File: config.mk
export PLATFORM = sky130hd
export DESIGN_NAME = nfh_host
export DESIGN_NICKNAME = d
export VERILOG_FILES = /design/src/verilog/nfh_fifo.v /design/src/verilog/nfh_host.v
export VERILOG_INCLUDE_DIRS = /design/src /design/src/verilog
export SDC_FILE = /design/constraint.sdc
export NUM_CORES = 1
export LEC_CHECK = 0
export BUFFER_PORTS_ARGS = -buffer_cell sky130_fd_sc_hd__buf_2
export CORE_ASPECT_RATIO = 1.2
export CORE_MARGIN = 5
export CORE_UTILIZATION = 53
export CTS_CLUSTER_DIAMETER = 150
export DETAILED_ROUTE_END_ITERATION = 16
export PLACE_DENSITY = 0.75
export SLEW_MARGIN = 40
export SYNTH_ARGS = -nofsm -noshare
export SYNTH_HDL_FRONTEND = slang
export SYNTH_SLANG_ARGS = --single-unit
export TNS_END_PERCENT = 10
File: constraint.sdc
create_clock -name clock_i -period 3 [get_ports clock_i]
set_clock_uncertainty 0.1 [all_clocks]
set_input_delay 0.3 -clock clock_i [delete_from_list [all_inputs] [get_ports clock_i]]
set_output_delay 0.3 -clock clock_i [all_outputs]
set_load 0.1 [all_outputs]
File: src/verilog/nfh_map.vh
`ifndef NFH_MAP_VH
`define NFH_MAP_VH
// Command codes
`define NFH_CMD_READ_1     8'h00
`define NFH_CMD_READ_2     8'h30
// Array geometry
`define NFH_BLOCKS         1024
`define NFH_PAGES_PER_BLK  64
`define NFH_MAIN_BYTES     2048
`define NFH_SPARE_BYTES    64
`define NFH_PAGE_BYTES     2112
`define NFH_COL_BITS       12
`define NFH_ROW_BITS       16
// Timing in ns and cycles at 4 ns
`define NFH_CLK_NS         4
`define NFH_WE_LOW_NS      12
`define NFH_WE_LOW_CYC     ((`NFH_WE_LOW_NS + `NFH_CLK_NS - 1) / `NFH_CLK_NS)
`define NFH_RD_ACCESS_NS   20
`define NFH_RD_ACCESS_CYC  ((`NFH_RD_ACCESS_NS + `NFH_CLK_NS - 1) / `NFH_CLK_NS)
`define NFH_BUSY_WAIT_NS   100
`define NFH_BUSY_WAIT_CYC  ((`NFH_BUSY_WAIT_NS + `NFH_CLK_NS - 1) / `NFH_CLK_NS)
`endif

File: src/verilog/nfh_fifo.v
`timescale 1ns/100ps
`default_nettype none
// Synchronous FIFO with valid/ready on both sides
module nfh_fifo #(
   parameter WIDTH = 8,
   parameter DEPTH = 16,
   parameter AW    = 4
) (
   input  wire             clock_i,
   input  wire             rst_i,
   input  wire [WIDTH-1:0] in_data_i,
   input  wire             in_valid_i,
   output wire             in_ready_o,
   output wire [WIDTH-1:0] out_data_o,
   output wire             out_valid_o,
   input  wire             out_ready_i
);
   reg [WIDTH-1:0] mem [0:DEPTH-1];
   reg [AW-1:0]    wr_ptr;
   reg [AW-1:0]    rd_ptr;
   reg [AW:0]      count;
   wire            push;
   wire            pop;
   assign in_ready_o  = (count != DEPTH[AW:0]);
   assign out_valid_o = (count != {(AW+1){1'b0}});
   assign out_data_o  = mem[rd_ptr];
   assign push        = in_valid_i & in_ready_o;
   assign pop         = out_valid_o & out_ready_i;
   // Storage write
   always @(posedge clock_i) begin
      if (push) begin
         mem[wr_ptr] <= in_data_i;
      end
   end
   // Pointers and fill level
   always @(posedge clock_i or posedge rst_i) begin
      if (rst_i) begin
         wr_ptr <= {AW{1'b0}};
         rd_ptr <= {AW{1'b0}};
         count  <= {(AW+1){1'b0}};
      end else begin
         if (push) begin
            wr_ptr <= (wr_ptr == DEPTH[AW-1:0] - 1'b1) ? {AW{1'b0}} : wr_ptr + 1'b1;
         end
         if (pop) begin
            rd_ptr <= (rd_ptr == DEPTH[AW-1:0] - 1'b1) ? {AW{1'b0}} : rd_ptr + 1'b1;
         end
         if (push & ~pop) begin
            count <= count + 1'b1;
         end else if (pop & ~push) begin
            count <= count - 1'b1;
         end
      end
   end
endmodule
`default_nettype wire

File: src/verilog/nfh_host.v
`timescale 1ns/100ps
`default_nettype none
`include "nfh_map.vh"
module nfh_host #(
   parameter COL_W = `NFH_COL_BITS,
   parameter ROW_W = `NFH_ROW_BITS,
   parameter DEPTH = 16
) (
   // Clock and reset
   input  wire             clock_i,
   input  wire             rst_i,
   // Request side
   input  wire             req_valid_i,
   output wire             req_ready_o,
   input  wire [COL_W-1:0] req_col_i,
   input  wire [ROW_W-1:0] req_row_i,
   input  wire [COL_W:0]   req_len_i,
   input  wire             prot_i,
   // Read data stream
   output wire [7:0]       rd_data_o,
   output wire             rd_valid_o,
   input  wire             rd_ready_i,
   output wire             busy_o,
   // Flash pins
   output reg              chip_en_n_o,
   output reg              cmd_sel_o,
   output reg              addr_sel_o,
   output reg              write_strobe_n_o,
   output reg              read_strobe_n_o,
   output reg              write_prot_n_o,
   input  wire [7:0]       io_i,
   output reg  [7:0]       io_o,
   output reg              io_oe_n_o,
   input  wire             ready_busy_n_i
);
   // ************************************************************
   // State machine
   // ************************************************************
   localparam ST_IDLE  = 3'h0;
   localparam ST_CMD1  = 3'h1;
   localparam ST_ADDR  = 3'h2;
   localparam ST_CMD2  = 3'h3;
   localparam ST_WAIT  = 3'h4;
   localparam ST_READ  = 3'h5;
   localparam ST_DONE  = 3'h6;
   localparam WE_CYC   = `NFH_WE_LOW_CYC;
   localparam RD_CYC   = `NFH_RD_ACCESS_CYC;
   localparam BW_CYC   = `NFH_BUSY_WAIT_CYC;

   reg  [2:0]       state;
   reg  [7:0]       timer;
   reg  [1:0]       phase;
   reg  [1:0]       addr_idx;
   reg  [COL_W:0]   remain;
   reg  [COL_W-1:0] col;
   reg  [ROW_W-1:0] row;
   reg  [7:0]       cap_data;
   reg              cap_valid;
   wire             fifo_ready;
   reg  [7:0]       addr_byte;

   assign req_ready_o = (state == ST_IDLE);
   assign busy_o      = (state != ST_IDLE);

   // Address byte order: column low, column high, row low, row high
   always @* begin
      case (addr_idx)
         2'h0:    addr_byte = col[7:0];
         2'h1:    addr_byte = {4'h0, col[COL_W-1:8]};
         2'h2:    addr_byte = row[7:0];
         default: addr_byte = row[ROW_W-1:8];
      endcase
   end

   // Sequencer: write strobe low for WE_CYC, read strobe low for RD_CYC, both high for WE_CYC
   always @(posedge clock_i or posedge rst_i) begin
      if (rst_i) begin
         state            <= ST_IDLE;
         timer            <= 8'h00;
         phase            <= 2'h0;
         addr_idx         <= 2'h0;
         remain           <= {(COL_W+1){1'b0}};
         col              <= {COL_W{1'b0}};
         row              <= {ROW_W{1'b0}};
         cap_data         <= 8'h00;
         cap_valid        <= 1'b0;
         chip_en_n_o      <= 1'b1;
         cmd_sel_o        <= 1'b0;
         addr_sel_o       <= 1'b0;
         write_strobe_n_o <= 1'b1;
         read_strobe_n_o  <= 1'b1;
         write_prot_n_o   <= 1'b0;
         io_o             <= 8'h00;
         io_oe_n_o        <= 1'b1;
      end else begin
         cap_valid      <= 1'b0;
         write_prot_n_o <= ~prot_i;
         if (timer != 8'h00) begin
            timer <= timer - 8'h01;
         end else begin
            case (state)
               ST_IDLE: begin
                  chip_en_n_o <= 1'b1;
                  io_oe_n_o   <= 1'b1;
                  if (req_valid_i) begin
                     col         <= req_col_i;
                     row         <= req_row_i;
                     remain      <= req_len_i;
                     chip_en_n_o <= 1'b0;
                     state       <= ST_CMD1;
                     phase       <= 2'h0;
                  end
               end
               ST_CMD1, ST_CMD2, ST_ADDR: begin
                  if (phase == 2'h0) begin
                     // Set up selects and drive the byte, strobe low
                     cmd_sel_o        <= (state != ST_ADDR);
                     addr_sel_o       <= (state == ST_ADDR);
                     io_o             <= (state == ST_CMD1) ? `NFH_CMD_READ_1 :
                                         (state == ST_CMD2) ? `NFH_CMD_READ_2 :
                                         addr_byte;
                     io_oe_n_o        <= 1'b0;
                     write_strobe_n_o <= 1'b0;
                     timer            <= WE_CYC[7:0] - 8'h01;
                     phase            <= 2'h1;
                  end else begin
                     // Rising edge latches the byte, data still held
                     write_strobe_n_o <= 1'b1;
                     timer            <= WE_CYC[7:0] - 8'h01;
                     phase            <= 2'h0;
                     if (state == ST_CMD1) begin
                        state    <= ST_ADDR;
                        addr_idx <= 2'h0;
                     end else if (state == ST_ADDR) begin
                        addr_idx <= addr_idx + 2'h1;
                        if (addr_idx == 2'h3) begin
                           state <= ST_CMD2;
                        end
                     end else begin
                        state <= ST_WAIT;
                        timer <= BW_CYC[7:0] - 8'h01;
                     end
                  end
               end
               ST_WAIT: begin
                  cmd_sel_o  <= 1'b0;
                  addr_sel_o <= 1'b0;
                  io_oe_n_o  <= 1'b1;
                  // Busy low while the page moves to the data register
                  if (ready_busy_n_i) begin
                     state <= (remain == {(COL_W+1){1'b0}}) ? ST_DONE : ST_READ;
                     phase <= 2'h0;
                  end
               end
               ST_READ: begin
                  if (phase == 2'h0) begin
                     // Stall here while the FIFO is full
                     if (fifo_ready) begin
                        read_strobe_n_o <= 1'b0;
                        timer           <= RD_CYC[7:0] - 8'h01;
                        phase           <= 2'h1;
                     end
                  end else begin
                     // Byte valid after the access delay, take it
                     cap_data        <= io_i;
                     cap_valid       <= 1'b1;
                     read_strobe_n_o <= 1'b1;
                     col             <= col + 1'b1;
                     remain          <= remain - 1'b1;
                     timer           <= WE_CYC[7:0] - 8'h01;
                     phase           <= 2'h0;
                     if (remain == {{COL_W{1'b0}}, 1'b1}) begin
                        state <= ST_DONE;
                     end
                  end
               end
               ST_DONE: begin
                  chip_en_n_o <= 1'b1;
                  state       <= ST_IDLE;
               end
               default: begin
                  state <= ST_IDLE;
               end
            endcase
         end
      end
   end

   // ************************************************************
   // Read data buffer
   // ************************************************************
   nfh_fifo #(
      .WIDTH (8),
      .DEPTH (DEPTH),
      .AW    (4)
   ) u_fifo (
      .clock_i     (clock_i),
      .rst_i       (rst_i),
      .in_data_i   (cap_data),
      .in_valid_i  (cap_valid),
      .in_ready_o  (fifo_ready),
      .out_data_o  (rd_data_o),
      .out_valid_o (rd_valid_o),
      .out_ready_i (rd_ready_i)
   );
endmodule
`default_nettype wire

==> Yosys cells after proc, flatten, opt, wreduce, memory -nomap -nowiden <==
Memories as Yosys holds them, arrays and structs flattened.
Cells that the tools add are included.
{ "classes": {"add_sub_neg": 8, "n_eq_ne": 24, "n_mux": 53, "bitwise": 9, "n_reduce_logical": 30} }
{ "op_table": {"columns": ["operator", "count"], "rows": [
  ["two-way mux 8 bit", 5],
  ["two-way mux 13 bit", 2],
  ["one-hot mux 13 bit (2 select lines)", 1],
  ["two-way mux 5 bit", 5],
  ["two-way mux 12 bit", 2],
  ["two-way mux 3 bit", 8],
  ["one-hot mux 12 bit (2 select lines)", 1],
  ["one-hot mux 8 bit (3 select lines)", 1],
  ["AND reduction 3 bit", 6],
  ["one-hot mux 8 bit (2 select lines)", 1],
  ["two-way mux 2 bit", 7],
  ["equality test 13 x 1 -> 1 bit, second input constant", 1],
  ["zero test 13 bit", 1],
  ["subtractor 13 x 1 -> 13 bit, second input constant", 1],
  ["adder 12 x 1 -> 12 bit, second input constant", 1],
  ["two-way mux 1 bit", 12],
  ["!= test 2 bit, second input constant", 6],
  ["one-hot mux 3 bit (4 select lines)", 1],
  ["nonzero test 2 bit", 6],
  ["equality test 3 bit, second input constant", 3],
  ["adder 4 x 1 -> 4 bit, second input constant", 2],
  ["equality test 4 bit, second input constant", 2],
  ["two-way mux 4 bit", 2],
  ["one-hot mux 1 bit (2 select lines)", 4],
  ["other kinds (28)", 43]
]} }
{ "word_totals": {"register_bits": 93, "ram_bits": 128, "wordCells": 145, "mem_count": 1} }
{ "mem_list": {"columns": ["name", "depth", "word_bits", "rd", "rd_ports_with_merged_regs", "wr", "line_no", "source"], "rows": [
  ["u_fifo.mem", 16, 8, 1, 0, 1, "nfh_fifo.v:18", "reg [WIDTH-1:0] mem [0:DEPTH-1];"]
]} }

==> Depth between registers and ports, before layout <==
{ "depth": {"ltp_word": 6, "ltp_mapped": 10} }

==> By module <==
Synthesis repeated with hierarchy kept, for this count alone.
{ "hier_totals": {"hier_cells": 718, "hier_area_um2": 10114.7} }
{ "by_module_without_submodules": {"columns": ["mod", "n_inst", "cells_each", "area_each_um2", "seq_area_each_um2"], "rows": [
  ["nfh_fifo", 1, 293, 5786.8, 4169.0],
  ["nfh_host", 1, 425, 4327.9, 1981.9]
]} }

==> Worst setup path after synthesis <==
No wires, ideal clock.
{ "synth_timing": {"path_type": "register -> output", "startpoint": "register u_fifo.rd_ptr[0]", "endpoint": "output rd_data_o[5]", "t_arrival_ps": 2954, "path_slack_ps": -354, "stages_incl_launch_ff": 7, "n_path_buf": 3, "path_cell_list": "dfrtp_1 -> buf_2 -> buf_4 -> buf_2 -> mux4_2 -> mux2i_1 -> a21oi_1"} }
{ "synth_via": {"elab_chain_cells": 1} }
{ "synth_lines": {"columns": ["item", "line_no", "source"], "rows": [
  ["start, declared", "nfh_fifo.v:20", "reg [AW-1:0] rd_ptr;"],
  ["start signal, assigned", "nfh_fifo.v:39", "rd_ptr <= {AW{1'b0}};"],
  ["start signal, assigned", "nfh_fifo.v:46", "rd_ptr <= (rd_ptr == DEPTH[AW-1:0] - 1'b1) ? {AW{1'b0}} : rd_ptr + 1'b1;"],
  ["memory read (16 x 8 bit)", null, null],
  ["end, declared", "nfh_host.v:20", "output wire [7:0] rd_data_o,"]
]} }
No other way between the ends.

==> Worst setup path after layout <==
{ "layout_timing": {"startpoint": "register u_fifo.rd_ptr[0]", "endpoint": "output rd_data_o[6]"} }
Same word-level chain as after synthesis.

==> impl.org <==
** Die
- Initial Util :: 53.53%
- The die is 135.8 µm wide.
- For this design the top-level I/O count stands at 81.
- In this run the core area contains 55 standard-cell rows.
- The die is around 160 µm tall.
- The die covers about 22,000 µm².
- Area of the placeable core :: about 19,000 µm²

** Detailed routing
- Sum of routed wire length over all layers :: 22,500 µm
- Via total after detailed routing :: roughly 6,700
- In the routed design, unresolved DRC markers number 0.
- In the final routed layout, each cell accounts on average for 20.12 µm.
- The detail route stage leaves a number of antenna-violating nets equal to 0.
- The pre-antenna-repair detailed-routing pass consisted of 5 iterations.
- Vias/cell :: 6.013
- In this run, the number of DRC markers left after iteration 0 of detailed routing was ~500.

** Flow run
- Max-cap violations in this run came to 0.

** Placement
- At the placement stage, the worst setup path has a slack of 121.6 ps.
- Once detailed placement completed, the half-perimeter wirelength came to approximately 15,000 µm.
- # port buffers :: 80
- Global placement routability congestion :: a little under 0.9
- Including well taps, the total number of placed cells is about 1,000.
- Once placement finished, the instance area stood at approximately 11,000 µm².

** Clock network
- After clock tree synthesis, the clock-pin slew on the worst setup and hold paths is about 60 ps.
- Number of CTS-inserted buffers :: 23
- Root Buffer :: sky130_fd_sc_hd__clkbuf_16
- Total clock sinks :: 220
- Number of buffers between clock root and the deepest sink :: 3
- TritonCTS built the clock tree.
- For the worst-skew pair, the clock arrives at the later sink with an insertion delay of 500 ps.
- Deepest level of the CTS H-tree :: 1

** Final layout
- Leaving out fill and tap cells, the most frequent cell in the layout is sky130_fd_sc_hd__edfxtp_1.
- The filler cells instantiated in the layout total 1,366.
- Final std cell area, no fill :: 11,890 µm²
- Of the cells placed in the final design, the portion with a size suffix greater than 1 is about 28%.
- Area Growth Syn to Fin :: 18.25%
- Final cell count without fillers :: approximately 1,100
- The repair_antennas step left the layout with diodes totalling 0.
- The final layout contains 921 nets.
- The top cell types in the final layout, fill and taps aside, are sky130_fd_sc_hd__edfxtp_1, sky130_fd_sc_hd__dfrtp_1, sky130_fd_sc_hd__buf_2, sky130_fd_sc_hd__a21oi_1, sky130_fd_sc_hd__nand2_1.

** STA
- Final hold vios :: 0
- Max-slew headroom at the worst pin :: between 40 and 50%
- Setup violations remaining at the end of the flow were counted as 0.
- For the pin with the worst max-slew slack, the measured transition is roughly 800 ps.
- Setup total negative slack on the finished layout was measured at 0 ps.
- Final slew viol count :: 0
- Final hold slack :: between 10 and 15 ps
- Derived from the worst setup path, the maximum achievable clock frequency is between 0.3 and 0.4 GHz.
- The routed design could run at a clock period as short as between 2000 and 3000 ps.
- Unrepaired setup endpoints after global routing :: no
- In the finished design, the share of the clock period the worst path needs comes to 96.19%.
- Across all setup checks in the final design, the least slack found is around 110 ps.

** Worst setup path
- In this run the critical register-to-register path is launched from u_fifo.count[0].
- Of all nets on the critical path, the largest fanout is 7.
- On the worst path, the slowest cell contributes a delay of around 520 ps.
- Critical Path Source Type :: register
- Slowest stage cell on the critical path :: sky130_fd_sc_hd__dfrtp_4
- The most critical setup path has its startpoint at u_fifo.rd_ptr[0].
- The critical path contains buffers and inverters numbering 2 combined.
- The signal on the critical path passes through buf_4, mux4_2, nor2b_1, a211oi_1, a21oi_1, buf_2.
- In this design, the largest share of critical-path delay is due to buffers and inverters.
- STA classifies the critical path endpoint as a primary output.
- Data arrives at the worst endpoint at roughly 2500 ps.
- For the worst setup path, the data required time is around 2600 ps.
- Type of the worst setup path :: register to primary output

** Power and ir drop
- P_leak :: approximately 0.0046 µW
- Across the VDD grid, the largest voltage drop is 402.5 µV.
- Power per cell area :: around 530 nW/µm²

** Synthesis
- Mapped Area :: around 10,000 µm²
- After synthesis the netlist holds a flip-flop and latch count of 220.
- The biggest area contributor in the post-synthesis netlist is sky130_fd_sc_hd__edfxtp_1.
- Number of nets produced by synthesis :: 809
- Counting flops with a built-in enable in the synthesized netlist gives about 130.
- During synthesis, Yosys emitted a total of 0 warnings.
- In this run the biggest area consumer among cell types represents 38.22% of the synthesized area.
- Among all flip-flop cells after synthesis, the most frequent one is sky130_fd_sc_hd__edfxtp_1.
- Average size of a mapped cell :: about 14 µm²
- Synthesized instance count :: around 740
- Share of flip-flops with an asynchronous set or reset :: roughly two fifths
- Synthesis instantiated 72 different standard cells from the library.
- Synth top area cells :: sky130_fd_sc_hd__edfxtp_1, sky130_fd_sc_hd__dfrtp_1, sky130_fd_sc_hd__mux4_2
- After synthesis, flip-flops and latches occupy about three fifths of the total area.

** GRT
- Vias in the first global route :: between 6,000 and 7,000
- The initial antenna violation count came to 0.
- Entering global routing, the biggest net connects between 50 and 60 pins.
- Gr usage total :: between 20% and 30%
- GR Overflow Total :: 0
- The first global-routing pass estimated approximately 36,000 µm of wire.

** Hold path
- In this run the most critical hold path is launched from req_len_i[2].
- Path type of the worst min-delay path :: input pin to register

** Outcome
- The flow ran to the end, and the final reports show no timing, DRC or antenna violations.
## registers in the layout (all words and copies together), names as in the netlist
| name | flops |
|---|---|
| u_fifo.mem | 128 |
| row | 16 |
| remain | 13 |
| col | 12 |
| cap_data | 8 |
| io_o | 8 |
| timer | 8 |
| u_fifo.count | 5 |
| u_fifo.rd_ptr | 4 |
| u_fifo.wr_ptr | 4 |
| state | 3 |
| addr_idx | 2 |
| addr_sel_o | 1 |
| cap_valid | 1 |
| chip_en_n_o | 1 |
| cmd_sel_o | 1 |
| io_oe_n_o | 1 |
| phase | 1 |
| read_strobe_n_o | 1 |
| write_prot_n_o | 1 |
| write_strobe_n_o | 1 |
## path summary, 6_finish.rpt
check / cells past startpoint / slack, ps / to
min in group asynchronous: 3 / 360 / write_prot_n_o
setup reg to reg: 9 / 200 / u_fifo.count[4]
max in group asynchronous: 4 / 1680 / read_strobe_n_o
hold reg to reg: 2 / 370 / read_strobe_n_o
setup / recovery: 6 / 110 / rd_data_o[6]
hold / removal: 3 / 10 / remain[2]
## cell usage after synthesis (16+ instances only)
library cell and instances:
sky130_fd_sc_hd__dfrtp_1 88, sky130_fd_sc_hd__mux2_2 29, sky130_fd_sc_hd__inv_1 19, sky130_fd_sc_hd__edfxtp_1 128
sky130_fd_sc_hd__mux4_2 32, sky130_fd_sc_hd__clkbuf_1 26, sky130_fd_sc_hd__a21oi_1 45, sky130_fd_sc_hd__ha_1 18
sky130_fd_sc_hd__nor2_1 36, sky130_fd_sc_hd__nand2_1 38, sky130_fd_sc_hd__nor3_1 16, sky130_fd_sc_hd__o21ai_0 38
## final cells by class
cell class | count | area (µm²) | share of cell area [%]
sequential | 220 | 6157 | 51.77
inverter | 19 | 73.82 | 0.6207
clock inverter | 14 | 181.4 | 1.526
tap | 256 | 320.3 | 2.693
clock buffer | 26 | 606.8 | 5.103
multi-input combinational | 448 | 3637 | 30.58
timing repair buffer | 135 | 915.9 | 7.701
## layer usage
metal	vias to the layer above	wire, µm	part of all wire (%)	GRT usage (%)
met3	37	1352	6.0	3.791
met4	0	442	2.0	5.087
met1	3386	8606	38	25.49
li1	3050	-	-	-
met5	-	0	0	0
met2	250	12100	54	38.13
## timing repair
action	4_1_cts	5_1_grt
setup endpoints to repair	6	4
hold buffers	31	0
hold endpoints to repair	79	0
gates resized for setup	1	4
buffers inserted	5	0
## cell families after synthesis
| group | share of synthesized area, % |
|---|---|
| xor gates and xnor gates | 0.7838 |
| buffers and inverters | 3.110 |
| DFF | 61.16 |
| adders and majority gates | 2.438 |
| muxes | 11.92 |
| and+or+nand+nor | 9.069 |
| AOI/OAI and AO/OA | 11.52 |
## power breakdown
| group | leakage, µW | switching, µW | internal [µW] |
|---|---|---|---|
| logic | 0.00187 | 62.0 | 71.3 |
| registers | 0.00237 | 29.5 | 3220 |
| clock network | 0.000373 | 1140 | 1800 |
## worst reg2reg max path, delay by kind of cell (launching register included)
family	cells	cell delay (ps)
adders and majority gates	2	610
muxes	1	230
DFF	1	450
and+or+nand+nor	1	580
xor gates and xnor gates	1	130
buffers and inverters	1	110
AOI/OAI and AO/OA	3	520
## metrics by stage
step | utilization, % | power (µW)
after floorplan | - | 3340
after global placement | 57.02 | 3404
after detailed placement | 57.21 | 3410
after CTS | 63.27 | 6358
after global routing | 63.30 | 6538
final | 63.30 | 6314
Power figures use the tool's default switching activity.
